### src/hdl/cbig_pkg.sv
package cbig_pkg;

  // register byte offsets on the apb window
  localparam logic [11:0] CBIG_OFF_TXIE   = 12'h000;
  localparam logic [11:0] CBIG_OFF_BIE    = 12'h004;
  localparam logic [11:0] CBIG_OFF_GRPEN  = 12'h008;
  localparam logic [11:0] CBIG_OFF_STAT   = 12'h00C;
  localparam logic [11:0] CBIG_OFF_CLR    = 12'h010;
  localparam logic [11:0] CBIG_OFF_IEN    = 12'h014;
  localparam logic [11:0] CBIG_OFF_MODE   = 12'h018;

  // transmit-buffer enable field, bits 4..2
  localparam int          CBIG_TXIE_LSB   = 2;
  localparam logic [7:0]  CBIG_TXIE_MASK  = 8'h1C;
  localparam logic [7:0]  CBIG_RESET8     = 8'h00;
  localparam logic [31:0] CBIG_ZERO32     = 32'h0000_0000;

  // group enable bits (same positions as peripheral enable three)
  localparam int          CBIG_GRP_TX_BIT = 4;
  localparam int          CBIG_GRP_RX_BIT = 1;

  // status / interrupt bit layout
  localparam int          CBIG_ST_TX      = 0;
  localparam int          CBIG_ST_RX      = 1;
  localparam int          CBIG_ST_W       = 2;

  typedef enum logic [1:0] {
    CBIG_MODE_LEGACY   = 2'b00,
    CBIG_MODE_ENH_ONE  = 2'b01,
    CBIG_MODE_ENH_TWO  = 2'b10
  } cbig_mode_t;

  typedef struct packed {
    logic        psel;
    logic        penable;
    logic        pwrite;
    logic [11:0] paddr;
    logic [31:0] pwdata;
  } cbig_apb_req_t;

  typedef struct packed {
    logic [2:0] tx_done;   // transmit buffers 2..0
    logic [5:0] prog_ev;   // programmable buffers 5..0
    logic [1:0] rx_ev;     // dedicated receive buffers 1..0
  } cbig_events_t;

  typedef struct packed {
    logic [2:0]          tx_buffer_interrupt_enable;
    logic [7:0]          buffer_interrupt_enable;
    logic [7:0]          peripheral_int_enable_three;
    logic [CBIG_ST_W-1:0] status;
    logic [CBIG_ST_W-1:0] ien;
    cbig_mode_t          mode;
    logic [31:0]         prdata;
  } cbig_state_t;

endpackage

### src/hdl/cbig_top.sv
// The placing of the registers and the APB register port were left to the implementer.
`timescale 1ns/100ps
// Function
// transmit enable register bits 7-5 and 1-0 ignore writes and read zero.
// transmit enable bits 4-2 enable buffers two, one, zero, reset to zero.
// both buffer enable registers exist and act only in enhanced mode 1 or 2.
// a transmit buffer interrupt needs its own enable and the group tx enable.
// buffer enable bits 7-2 enable programmable buffers five to zero.
// buffer enable bits 1-0 enable dedicated receive buffers one and zero.
// buffer enable interrupts pass only if group tx or group rx is set.
// unimplemented addresses read as zero.
// group tx enable cleared blocks all transmit buffer interrupts.
// group rx enable cleared blocks all receive buffer interrupts; the code still passes programmable buffer requests while group tx is set.
// shared tx flag is set when any transmit buffer finished sending.
// group requests are or of event and enable, then and with group enable.
module cbig_top
  import cbig_pkg::*;
(
  // clock and reset
  input  wire logic         mclk,
  input  wire logic         rstn,
  // apb slave
  input  wire logic         psel,
  input  wire logic         penable,
  input  wire logic         pwrite,
  input  wire logic [11:0]  paddr,
  input  wire logic [31:0]  pwdata,
  output logic      [31:0]  prdata,
  output logic              pready,
  output logic              pslverr,
  // buffer events, one-cycle pulses from the protocol engine
  input  wire cbig_events_t events,
  // to processor interrupt logic
  output logic              group_tx_done_flag,
  output logic              group_rx_flag,
  output logic              tx_int_req,
  output logic              rx_int_req,
  output logic              irq
);

  cbig_state_t   st;
  cbig_state_t   next_st;
  cbig_apb_req_t req;

  logic       enh;
  logic       grp_tx_en;
  logic       grp_rx_en;
  logic       tx_any;
  logic       prog_any;
  logic       rx_any;
  logic [2:0] tx_masked;
  logic [5:0] prog_masked;
  logic [1:0] rx_masked;
  logic       wr;
  logic       rd;
  logic [CBIG_ST_W-1:0] ev_set;

  assign req = '{psel, penable, pwrite, paddr, pwdata};
  assign wr  = req.psel & req.penable & req.pwrite;
  assign rd  = req.psel & ~req.penable & ~req.pwrite;

  assign enh = (st.mode == CBIG_MODE_ENH_ONE) ||
               (st.mode == CBIG_MODE_ENH_TWO);
  assign grp_tx_en = st.peripheral_int_enable_three[CBIG_GRP_TX_BIT];
  assign grp_rx_en = st.peripheral_int_enable_three[CBIG_GRP_RX_BIT];

  // per-buffer qualification
  assign tx_masked   = events.tx_done & st.tx_buffer_interrupt_enable;
  assign prog_masked = events.prog_ev & st.buffer_interrupt_enable[7:2];
  assign rx_masked   = events.rx_ev & st.buffer_interrupt_enable[1:0];
  assign tx_any   = enh & (|tx_masked);
  assign prog_any = enh & (|prog_masked);
  assign rx_any   = enh & (|rx_masked);

  // programmable buffers count toward the rx group, passed by either group enable
  assign tx_int_req = tx_any & grp_tx_en;
  assign rx_int_req = (rx_any & grp_rx_en) |
                      (prog_any & (grp_tx_en | grp_rx_en));
  assign group_tx_done_flag = st.status[CBIG_ST_TX];
  assign group_rx_flag      = st.status[CBIG_ST_RX];
  assign irq     = |(st.status & st.ien);
  assign prdata  = st.prdata;
  assign pready  = 1'b1;
  assign pslverr = 1'b0;

  assign ev_set[CBIG_ST_TX] = tx_int_req | (enh & (|events.tx_done));
  assign ev_set[CBIG_ST_RX] = rx_int_req;

  always_comb begin
    next_st = st;
    // set wins over clear
    if (wr && req.paddr == CBIG_OFF_CLR) begin
      next_st.status = st.status & ~req.pwdata[CBIG_ST_W-1:0];
    end
    next_st.status = next_st.status | ev_set;
    if (wr) begin
      unique case (req.paddr)
        CBIG_OFF_TXIE: begin
          if (enh) begin
            next_st.tx_buffer_interrupt_enable =
              req.pwdata[CBIG_TXIE_LSB +: 3];
          end
        end
        CBIG_OFF_BIE: begin
          if (enh) begin
            next_st.buffer_interrupt_enable = req.pwdata[7:0];
          end
        end
        CBIG_OFF_GRPEN: begin
          next_st.peripheral_int_enable_three = req.pwdata[7:0];
        end
        CBIG_OFF_IEN: begin
          next_st.ien = req.pwdata[CBIG_ST_W-1:0];
        end
        CBIG_OFF_MODE: begin
          next_st.mode = cbig_mode_t'(req.pwdata[1:0]);
        end
        default: begin
        end
      endcase
    end
    if (rd) begin
      unique case (req.paddr)
        CBIG_OFF_TXIE: begin
          next_st.prdata = enh ? {24'h00_0000, 3'b000,
            st.tx_buffer_interrupt_enable, 2'b00} : CBIG_ZERO32;
        end
        CBIG_OFF_BIE: begin
          next_st.prdata = enh ? {24'h00_0000,
            st.buffer_interrupt_enable} : CBIG_ZERO32;
        end
        CBIG_OFF_GRPEN: begin
          next_st.prdata = {24'h00_0000, st.peripheral_int_enable_three};
        end
        CBIG_OFF_STAT: begin
          next_st.prdata = {30'h0000_0000, st.status};
        end
        CBIG_OFF_IEN: begin
          next_st.prdata = {30'h0000_0000, st.ien};
        end
        CBIG_OFF_MODE: begin
          next_st.prdata = {30'h0000_0000, st.mode};
        end
        default: begin
          next_st.prdata = CBIG_ZERO32;
        end
      endcase
    end
    // leaving enhanced modes drops the per-buffer enables
    if (!enh) begin
      next_st.tx_buffer_interrupt_enable = 3'b000;
      next_st.buffer_interrupt_enable    = CBIG_RESET8;
    end
  end

  always_ff @(posedge mclk) begin
    if (!rstn) begin
      st <= '0;
    end else begin
      st <= next_st;
    end
  end

endmodule

### config.mk
export PLATFORM = sky130hd
export DESIGN_NAME = cbig_top
export DESIGN_NICKNAME = d
export VERILOG_FILES = /design/src/hdl/cbig_pkg.sv /design/src/hdl/cbig_top.sv
export SDC_FILE = /design/constraint.sdc
export NUM_CORES = 1
export LEC_CHECK = 0
export ABC_AREA = 1
export BUFFER_PORTS_ARGS = -buffer_cell sky130_fd_sc_hd__buf_2
export CELL_PAD_IN_SITES_DETAIL_PLACEMENT = 0
export CELL_PAD_IN_SITES_GLOBAL_PLACEMENT = 2
export CORE_ASPECT_RATIO = 1.25
export CORE_UTILIZATION = 26
export DETAILED_ROUTE_END_ITERATION = 8
export PLACE_DENSITY_LB_ADDON = 0.1
export SLEW_MARGIN = 20
export SYNTH_ARGS = -nofsm -noshare
export SYNTH_HDL_FRONTEND = slang
export SYNTH_SLANG_ARGS = --single-unit
export TNS_END_PERCENT = 100
### constraint.sdc
create_clock -name mclk -period 1.8 [get_ports mclk]
set_input_delay 0.27 -clock mclk [delete_from_list [all_inputs] [get_ports mclk]]
set_output_delay 0.27 -clock mclk [all_outputs]
set_load 0.02 [all_outputs]
Word-level counts from Yosys, hierarchy flattened:

Index checks and enable logic that the tools add are counted.

* register bits after elaboration: 57
* input port bits: 60
* output and inout bits: 39
* logic and storage cells: 56

* equal/unequal tests: 8
* multiplexer cells: 4
* bitwise logic cells: 23
* reductions and logical operators: 14

Operator list (number)
* 8-bit case mux with 6 select lines: 1
* 12-bit by 5-bit == test with 1-bit output, second input constant: 3
* 12-bit by 4-bit == test with 1-bit output, second input constant: 2
* 12-bit by 3-bit == test with 1-bit output, second input constant: 1
* 12-bit logical NOT: 1
* 1-bit bitwise AND: 11
* 8-bit two-way mux: 1
* 2-bit AND reduction: 4
* 2-bit bitwise AND: 3
* 6-bit bitwise AND: 1
* 3-bit AND reduction: 2
* 3-bit OR reduction: 2
* 6-bit OR reduction: 1
* 5-bit two-way mux: 1
* 2-bit OR reduction: 2
* 3-bit bitwise AND: 1
* 1-bit OR: 3
* 2-bit by 1-bit == test with 1-bit output, second input constant: 1
* 2-bit == test, second input constant: 1
* 2-bit two-way mux: 1
* 1-bit NOT: 2
* 2-bit NOT: 1
* 2-bit OR: 1
* 1-bit logical AND: 1
* 1-bit logical OR: 1

Longest topological paths before layout:

Gate-level depths: netlist (run 1).

* depth after elaboration: 6
* mapped depth: 9

Worst setup path before layout (run 1):

No wires, ideal clock.

* path type: register -> output
* start: reg st[33] in the netlist's numbering
* end: out tx_int_req
* data arrival time: 1.219 ns
* required time: 1.530 ns
* slack: 0.311 ns
* stages on the path, launching flop included: 6
* path buffers: 1
* cell sequence: dfxtp_1 inv_2 nand2_1 nand2_2 buf_6 a311oi_1

* longest elaborated chain between the ends: 4

Ends and longest elaborated chain
* start: declaration: RTL line cbig_top.sv:41 `cbig_state_t st;`
* start signal: assignment: RTL line cbig_top.sv:160 `st <= next_st;`
* 2-bit by 1-bit == test with 1-bit output or 2-bit == test (tied branches): RTL line cbig_top.sv:62, cbig_top.sv:63
* 1-bit logical OR (*): RTL line cbig_top.sv:62 `assign enh = (st.mode == CBIG_MODE_ENH_ONE) ||`
* 1-bit bitwise AND (*): RTL line cbig_top.sv:71 `assign tx_any = enh & (|tx_masked);`
* 1-bit bitwise AND (*): RTL line cbig_top.sv:76 `assign tx_int_req = tx_any & grp_tx_en;`
* end: declaration: RTL line cbig_top.sv:36 `output logic tx_int_req,`

Mark *: on every way between the ends. The rest lies on a longest branch, timed or not.

Worst setup path after layout (run 1):

* start: reg st[51] in the netlist's numbering
* end: out rx_int_req

* longest elaborated chain between the ends: 5

Ends and longest elaborated chain
* 6-bit bitwise AND: RTL line cbig_top.sv:69 `assign prog_masked = events.prog_ev & st.buffer_interrupt_enable[7:2];`
* 6-bit OR reduction: RTL line cbig_top.sv:72 `assign prog_any = enh & (|prog_masked);`
* 1-bit bitwise AND: RTL line cbig_top.sv:72
* 1-bit bitwise AND: RTL line cbig_top.sv:78 `(prog_any & (grp_tx_en | grp_rx_en));`
* 1-bit OR: RTL line cbig_top.sv:77 `assign rx_int_req = (rx_any & grp_rx_en) |`
* end: declaration: RTL line cbig_top.sv:37 `output logic rx_int_req,`

No other way between the ends.

==> metrics.csv, run 1 <==
stage;metric;value;unit
synth;synth_seq_area_share;30.2;%
worst_setup_path;cp_common_cell;nand2_1;
run_status;run_status;finished with violations;
synth;synth_area;0.00218;mm^2
placement;io_buffers;48;
routing;wl_per_cell;13.3;um
sta;rsz0062_at_grt;false;
placement;globalplace.congestion;0.725;
grt;grt_pass1_wl;9690;um
routing;vias_per_cell;4.25;
worst_setup_path;cp.arrival;1.38;ns
clocking;tritoncts;built;
power_and_ir_drop;p_per_area;597;mW/mm^2
sta;setup_viol;0;
routing;ant_nets;0;
die;die_x;84.0;um
min_path;min_from;pwdata[7];
clocking;cts_buffers;5;
grt;antenna_found_initial;0;
routing;top_layer;met4;
job;drv_cap;0;
worst_setup_path;crit_path_end_kind;primary output;
final_layout;seqCellArea;661;um^2
synth;synth_cell_type_count;34;
grt;grt_overflow;0;
clocking;insertion_delay;0.29;ns
worst_setup_path;slowest_stage;dfxtp_1;
power_and_ir_drop;vdd_drop_max;0.222;mV
routing;dr_wl_met3;277;um
final_layout;nNetsFinal;403;
synth;yosysTopAreaCell;dfxtp_1;
die;floorplan.initialDensity;26.7;%
routing;drtIter0Drc;89;
final_layout;synthToLayoutAreaGrowth;12.6;%
final_layout;mostFrequentLayoutCell;buf_2;
sta;hold_slack;0.221;ns
final_layout;nFillCells;929;
sta;max_freq;0.606;GHz
placement;place_hpwl;4590;um
worst_setup_path;path_class;flop to primary output;
sta;final-hold-violation-count;0;
sta;tns;0;ns
die;io_pins;99;
final_layout;drive_above_1_share;29.4;%
worst_setup_path;crit_path_start;st[51];
synth;netlist_instances;299;
worst_setup_path;cpLargestDelayFamily;simple AND/OR/NAND/NOR gates;
worst_setup_path;worst_ep_required_time;1.53;ns
synth;synth_top_cell_area_share;30.2;%
routing;drc;7;
synth;syn_area_per_cell;7.31;um^2
clocking;htreeDepth;2;
worst_setup_path;cp-start-kind;flop;
min_path;hp-class;input port to flop;
worst_setup_path;worstReg2RegStart;st[33];
final_layout;multiInputGateArea;0.00113;mm^2
grt;grt_start_max_net_pins;17;
synth;ys_ff_latch;33;
final_layout;final_cell_mix;48 x buf_2, 44 x nand2_1, 33 x dfxtp_1;
routing;vias;1874;
grt;grtUsageTotal;14.4;%
power_and_ir_drop;cellLeakagePower;0.00112;uW
clocking;numClockSinks;33;
clocking;cts_hold_buf;0;
worst_setup_path;crit_buf_inv;2;
die;die_h;104;um
sta;drv_slew;0;
routing;wl_met2;2730;um
clocking;path_clk_slew;0.07;ns
grt;grt_pass1_vias;1835;
sta;fin_skew;0.00180;ns
sta;min_period;1.65;ns
worst_setup_path;path_max_fanout;3;
routing;firstDrtPassIters;7;
routing;wl;5860;um
run_status;violations;DRC;
die;coreArea;0.00819;mm^2
worst_setup_path;max_stage_delay;0.33;ns
die;num_rows;37;
sta;post-route-period-util;91.7;%
final_layout;diodes;0;
routing;routedLengthMet1;2770;um
worst_setup_path;crit_chain;nand2_1 -> nand2_1 -> a21oi_1 -> nand3_1 -> nand2_1 -> inv_1 -> buf_2;
clocking;cts_root_buf;clkbuf_8;
die;die-area;0.00878;mm^2
synth;synthTopCellsByArea;dfxtp_1 30%, buf_4 12%, nand2_1 7.6%;
synth;ys_warn_count;0;
clocking;clockBufferDepth;2;
[cell usage after synthesis, drive strengths merged]
cell    number
nor2        36
a311oi       1
a21oi       27
nand4        2
o21ai       26
o31ai        1
a211oi       2
nand3       35
inv         39
buf         39
dfxtp       33
nor3         3
bufinv       1
a22o         1
nand2       49
clkbuf       2
conb         2
[per-stage QoR]
step / setup slack (ns) / utilization, % / std cells / cell area, um^2 / total power (uW)
after global routing: 0.00815 / 30.0 / 441 / 2460 / 1540
after CTS: 0.0734 / 29.7 / 438 / 2430 / 1490
after floorplan: 0.311 / - / 323 / 2270 / 904
after global placement: 0.296 / 28.6 / 430 / 2350 / 927
final: 0.150 / 30.0 / 441 / 2460 / 1470
after detailed placement: 0.292 / 28.6 / 430 / 2350 / 927
[per-layer routing]
metal / GRT usage [%] / vias up
li1: - / 992
met1: 18.2 / 818
met2: 24.3 / 58
met3: 2.70 / 6
met4: 4.80 / 0
met5: 0 / -
[worst register-to-register path, cell delays in order, from the launching register on]
cell	delay [ns]
dfxtp_1	0.38
inv_2	0.05
nand2_1	0.10
nand2_4	0.10
buf_4	0.17
nor2_4	0.17
nand3_4	0.15
inv_2	0.14
o21ai_1	0.07
nor2_1	0.10
[cell type report]
| class | instances | share of cell area [%] |
|---|---|---|
| repair buffers | 54 | 11.6 |
| multi-input cells | 209 | 46.0 |
| flip-flops and latches | 33 | 26.9 |
| well taps | 97 | 4.93 |
| inverters | 40 | 7.38 |
| clock buffers | 8 | 3.26 |
[worst paths after layout]
kind	slack, ns	depth (start not counted)	endpoint
worst max-delay path	0.15	7	rx_int_req
worst min-delay path	0.22	3	st[53]
worst max register to register	0.31	9	st[53]
worst min register to register	0.45	2	st[41]
[cell families after synthesis]
group                  Yosys count  synth area share, %
AND/OR/NAND/NOR                125                 31.8
buffers and inverters           81                 22.6
AO/OA/AOI/OAI                   58                 15.0
flip-flops                      33                 30.2
other                            2                0.344
[repair_timing]
action,in CTS,in global routing
gates resized for setup,1,1
pin swaps,0,1
buffers inserted,0,3
endpoints found under the setup margin,2,2
[report_power, final]
group | switching, uW | total [uW] | internal (uW)
Clock | 284 | 559 | 275
Sequential | 0.880 | 733 | 732
Combinational | 126 | 176 | 49.9
[sequential cells by signal (all words and copies together) (netlist names)]
name,flops
prdata,8
st,21
group_tx_done_flag,1
grp_rx_en,1
grp_tx_en,1
group_rx_flag,1
No activity file was read; power rests on OpenSTA's default activity.
==> run 2, diff against run 1 <==
--- a/config.mk
+++ b/config.mk
@@ -6,7 +6,7 @@
 export NUM_CORES = 1
 export LEC_CHECK = 0
 export ABC_AREA = 1
-export BUFFER_PORTS_ARGS = -buffer_cell sky130_fd_sc_hd__buf_2
+export BUFFER_PORTS_ARGS = -buffer_cell sky130_fd_sc_hd__clkbuf_2
 export CELL_PAD_IN_SITES_DETAIL_PLACEMENT = 0
 export CELL_PAD_IN_SITES_GLOBAL_PLACEMENT = 2
 export CORE_ASPECT_RATIO = 1.25
==> metrics.csv, run 2 (synthesis results as in run 1) <==
stage;metric;value;unit
run_status;run_status;finished with violations;
run_status;violations;DRC;
placement;placed_area;0.00235;mm^2
placement;io_buffers;48;
routing;vias;1867;
sta;post-route-period-util;91.7;%
sta;rsz0062_at_grt;false;
final_layout;largest_reg_flops;21;
final_layout;post-route-util;30.6;%
clocking;cts_hold_buf;0;
worst_setup_path;path_class;flop to primary output;
clocking;cts_buffers;5;
final_layout;nNetsFinal;405;
grt;grt_pass1_vias;1827;
die;die-area;0.00878;mm^2
sta;setup_viol;0;
final_layout;diodes;0;
power_and_ir_drop;p_per_area;661;mW/mm^2
final_layout;regMostFlops;st;
job;drv_cap;0;
sta;drv_slew;0;
min_path;hp-class;input port to flop;
routing;vias_per_cell;4.21;
routing;ant_nets;0;
final_layout;final_cell_area;0.00251;mm^2
sta;max_freq;0.606;GHz
die;die_h;104;um
grt;grt_start_max_net_pins;17;
clocking;htreeDepth;2;
die;die_x;84.0;um
worst_setup_path;reg2reg_slack;0.35;ns
die;floorplan.initialDensity;26.7;%
sta;min_period;1.65;ns
power_and_ir_drop;cellLeakagePower;0.00114;uW
die;num_rows;37;
placement;globalplace.congestion;0.731;
grt;grt_pass1_wl;9650;um
worst_setup_path;worst_ep_required_time;1.53;ns
clocking;clockBufferDepth;2;
sta;final-hold-violation-count;0;
sta;fin_skew;0.00496;ns
clocking;tritoncts;built;
grt;antenna_found_initial;0;
grt;grt_overflow;0;
routing;firstDrtPassIters;6;
routing;wl;5800;um
sta;tns;0;ns
clocking;numClockSinks;33;
worst_setup_path;crit_path_end_kind;primary output;
worst_setup_path;cp.arrival;1.38;ns
worst_setup_path;cp-start-kind;flop;
final_layout;synthToLayoutAreaGrowth;14.7;%
final_layout;drive_above_1_share;30.3;%
routing;wl_per_cell;13.1;um
final_layout;final_cell_mix;48 x clkbuf_2, 44 x nand2_1, 32 x dfxtp_1;
clocking;cts_root_buf;clkbuf_8;
die;io_pins;99;
routing;drc;7;
die;coreArea;0.00819;mm^2
grt;grtUsageTotal;14.2;%
worst_setup_path;path_max_fanout;2;
clocking;insertion_delay;0.29;ns
clocking;path_clk_slew;0.08;ns
routing;drtIter0Drc;90;
final_layout;mostFrequentLayoutCell;clkbuf_2;
placement;place_hpwl;4640;um
power_and_ir_drop;vdd_drop_max;0.466;mV
run 2: per-stage QoR:
stage	std cells	hold WS [ns]	power (uW)	setup WS, ns
after CTS	438	0.233	1670	0.0653
after detailed placement	430	0.438	927	0.278
after floorplan	323	0.405	904	0.311
after global routing	443	0.247	1730	0.00765
after global placement	430	0.433	927	0.273
final	443	0.226	1660	0.149
run 2: metal layers:
metal	GRT usage [%]	vias up	share of wire [%]
li1	-	997	-
met1	17.7	806	47
met2	24.5	59	47
met3	2.86	5	4.5
met4	4.06	0	1.4
met5	0	-	0
run 2: worst paths after layout:
path	endpoint	from	depth (start not counted)
hold reg to reg	st[41]	st[41]	2
setup / recovery	rx_int_req	st[50]	7
setup reg to reg	st[47]	st[32]	9
hold / removal	st[51]	pwdata[5]	3
run 2: area by class of cell:
type / instances / area [um^2]
fillers: 901 / 5690
multi-input cells: 209 / 1120
flip-flops and latches: 33 / 662
repair buffers: 56 / 300
inverters: 40 / 181
well taps: 97 / 121
clock buffers: 7 / 86.3
clock inverters: 1 / 30.0
run 2: timing repair:
item                       in CTS  in global routing
resized for setup               1                  1
pin swaps                       0                  1
setup endpoints to repair       2                  1
buffers inserted                0                  5
run 2: power by group:
group / total, uW / leakage (uW) / switching, uW / internal, uW
registers: 732 / 0.000266 / 0.881 / 731
clock network: 747 / 0.0000585 / 295 / 452
logic: 176 / 0.000817 / 126 / 49.8
run 2: worst max-delay path: stages (launching register included):
cell and delay [ns]:
dfxtp_1 0.33, nand2_1 0.06, nand2_1 0.05, a21oi_1 0.23
nand3_1 0.10, nand2_1 0.13, inv_1 0.05, clkbuf_2 0.15
==> run 3, diff against run 2 <==
--- a/config.mk
+++ b/config.mk
@@ -5,7 +5,6 @@
 export SDC_FILE = /design/constraint.sdc
 export NUM_CORES = 1
 export LEC_CHECK = 0
-export ABC_AREA = 1
 export BUFFER_PORTS_ARGS = -buffer_cell sky130_fd_sc_hd__clkbuf_2
 export CELL_PAD_IN_SITES_DETAIL_PLACEMENT = 0
 export CELL_PAD_IN_SITES_GLOBAL_PLACEMENT = 2
==> metrics.csv, run 3 <==
stage;metric;value;unit
die;floorplan.initialDensity;26.8;%
synth;synth_edf_count;0;
routing;vias_per_cell;4.90;
synth;yosysTopAreaCell;dfxtp_1;
synth;netlist_instances;241;
power_and_ir_drop;cellLeakagePower;0.000975;uW
job;drv_cap;0;
worst_setup_path;cp.arrival;1.45;ns
sta;tns;0;ns
synth;synthArstFlopShare;0;%
sta;fin_skew;0.00180;ns
die;coreArea;0.00731;mm^2
worst_setup_path;max_stage_delay;0.44;ns
worst_setup_path;crit_chain;xor2_2 -> o21ai_0 -> a31oi_2 -> buf_4;
synth;synth_cell_type_count;44;
sta;max_freq;0.580;GHz
synth;synth_top_cell_area_share;33.7;%
clocking;htreeDepth;2;
routing;wl;6360;um
synth;ys_ff_latch;33;
min_path;min_from;pwdata[5];
sta;hold_slack;0.231;ns
run_status;run_status;finished clean;
final_layout;regMostFlops;st;
worst_setup_path;crit_path_start;st[33];
die;num_rows;35;
sta;setup_viol;0;
worst_setup_path;slowest_stage;dfxtp_1;
grt;grt_overflow;0;
grt;antenna_found_initial;0;
sta;final-hold-violation-count;0;
final_layout;largest_reg_flops;21;
synth;synth.cells.most_frequent;35 x buf_4, 33 x dfxtp_1, 25 x nand3_1;
worst_setup_path;r2r_cells;5;
synth;synth_area;0.00196;mm^2
grt;grt_start_max_net_pins;15;
worst_setup_path;worstReg2RegStart;st[33];
final_layout;drive_above_1_share;34.7;%
min_path;hp-class;input port to flop;
worst_setup_path;path_max_fanout;4;
placement;placed_area;0.00234;mm^2
clocking;insertion_delay;0.29;ns
clocking;path_clk_slew;0.07;ns
die;io_pins;99;
placement;place_hpwl;4810;um
clocking;cts_buffers;5;
synth;synth_ff_type;dfxtp_1;
sta;setup_ws;0.0773;ns
min_path;min_to;st[51];
die;die_x;79.6;um
grt;grt_pass1_vias;1711;
grt;grtUsageMet3;2.50;%
routing;firstDrtPassIters;4;
placement;pre_cts_ws;-0.143;ns
final_layout;nNetsFinal;362;
worst_setup_path;cp-start-kind;flop;
sta;drv_slew;0;
synth;synthTopCellsByArea;dfxtp_1 34%, buf_4 13%, nand3_1 6.4%;
die;die-area;0.00788;mm^2
worst_setup_path;crit_path_end_kind;primary output;
final_layout;final_cell_mix;47 x clkbuf_2, 31 x dfxtp_1, 28 x buf_4;
die;die_h;99.0;um
worst_setup_path;path_class;flop to primary output;
clocking;cts_hold_buf;0;
power_and_ir_drop;finalPower;1760;uW
grt;grt_util_met1;21.4;%
routing;ant_nets;0;
sta;rsz0062_at_grt;false;
final_layout;synthToLayoutAreaGrowth;27.9;%
synth;synth_seq_area_share;33.7;%
clocking;clockBufferDepth;2;
power_and_ir_drop;vdd_drop_max;0.315;mV
final_layout;diodes;0;
min_path;hold_depth;3;
final_layout;final_cell_area;0.00250;mm^2
clocking;post-cts-setup-buffers;0;
sta;min_period;1.72;ns
placement;globalplace.congestion;0.782;
routing;drc;0;
grt;met2_usage;27.9;%
synth;synth.most_common_cell;buf_4;
grt;top_usage_layer;met2;
routing;vias;1937;
worst_setup_path;worst_ep_required_time;1.53;ns
placement;io_buffers;48;
clocking;numClockSinks;33;
grt;grtUsageTotal;16.5;%
synth;syn_area_per_cell;8.13;um^2
power_and_ir_drop;p_per_area;702;mW/mm^2
clocking;cts_root_buf;clkbuf_8;
sta;post-route-period-util;95.7;%
final_layout;mostFrequentLayoutCell;clkbuf_2;
routing;drtIter0Drc;114;
clocking;tritoncts;built;
worst_setup_path;reg2reg_slack;0.29;ns
routing;wl_per_cell;16.1;um
worst_setup_path;reg2reg_to;st[50];
grt;grt_pass1_wl;9490;um
synth;ys_warn_count;0;
-- run 3: timing repair --
item                       CTS  global route
resized for setup            3             4
pin swaps                    0             1
setup endpoints to repair    1             1
-- run 3: area by class of cell --
type / instances / area [um^2]
fill: 809 / 4810
multi-input combinational: 181 / 1070
sequential: 33 / 663
timing repair buffer: 78 / 505
tap: 92 / 115
clock buffer: 5 / 68.8
clock inverter: 3 / 65.1
inverter: 3 / 11.3
-- run 3: power breakdown --
part / leakage (uW) / switching [uW] / total (uW) / internal [uW]
combinational: 0.000640 / 122 / 181 / 59.3
sequential: 0.000267 / 0.967 / 732 / 732
clock: 0.0000681 / 294 / 845 / 550
total: 0.000975 / 417 / 1760 / 1340
-- run 3: worst max-delay path by stage --
stage | endpoint | slack (ns) | depth (start not counted)
final | rx_int_req | 0.08 | 4
after global routing | rx_int_req | 0.01 | 4
after CTS | rx_int_req | 0.005 | 4
after detailed placement | st[32] | -0.14 | 5
after global placement | st[33] | -0.14 | 5
after floorplan | grp_rx_en | -0.07 | 6
-- run 3: kinds of logic (layout without fill, tap and decap cells) --
kind of cell,after synthesis,after routing,share of synthesized area [%]
and+or+nand+nor,71,71,20.9
xor gates and xnor gates,3,3,1.34
other,2,26,0.384
DFF,33,33,33.7
muxes,7,7,3.90
AOI/OAI and AO/OA,74,74,22.6
buffers and inverters,51,89,17.2
-- run 3: worst max-delay path: cells and delay by family (launching register included) --
family                    cells  cell delay, ns
AOI/OAI and AO/OA             2            0.36
xor gates and xnor gates      1            0.19
buffers and inverters         1            0.18
DFF                           1            0.44
-- run 3: through the flow --
| step | std cells | util, % |
|---|---|---|
| detailed placement | 387 | 32.1 |
| finish | 395 | 34.2 |
| floorplan | 265 | - |
| global placement | 387 | 32.1 |
| global route | 395 | 34.2 |
| CTS | 395 | 34.0 |
-- run 3: metal layers --
layer	wire [um]	part of all wire, %
met1	2760	43
met2	3200	50
met3	345	5.4
met4	44	0.69
met5	0	0
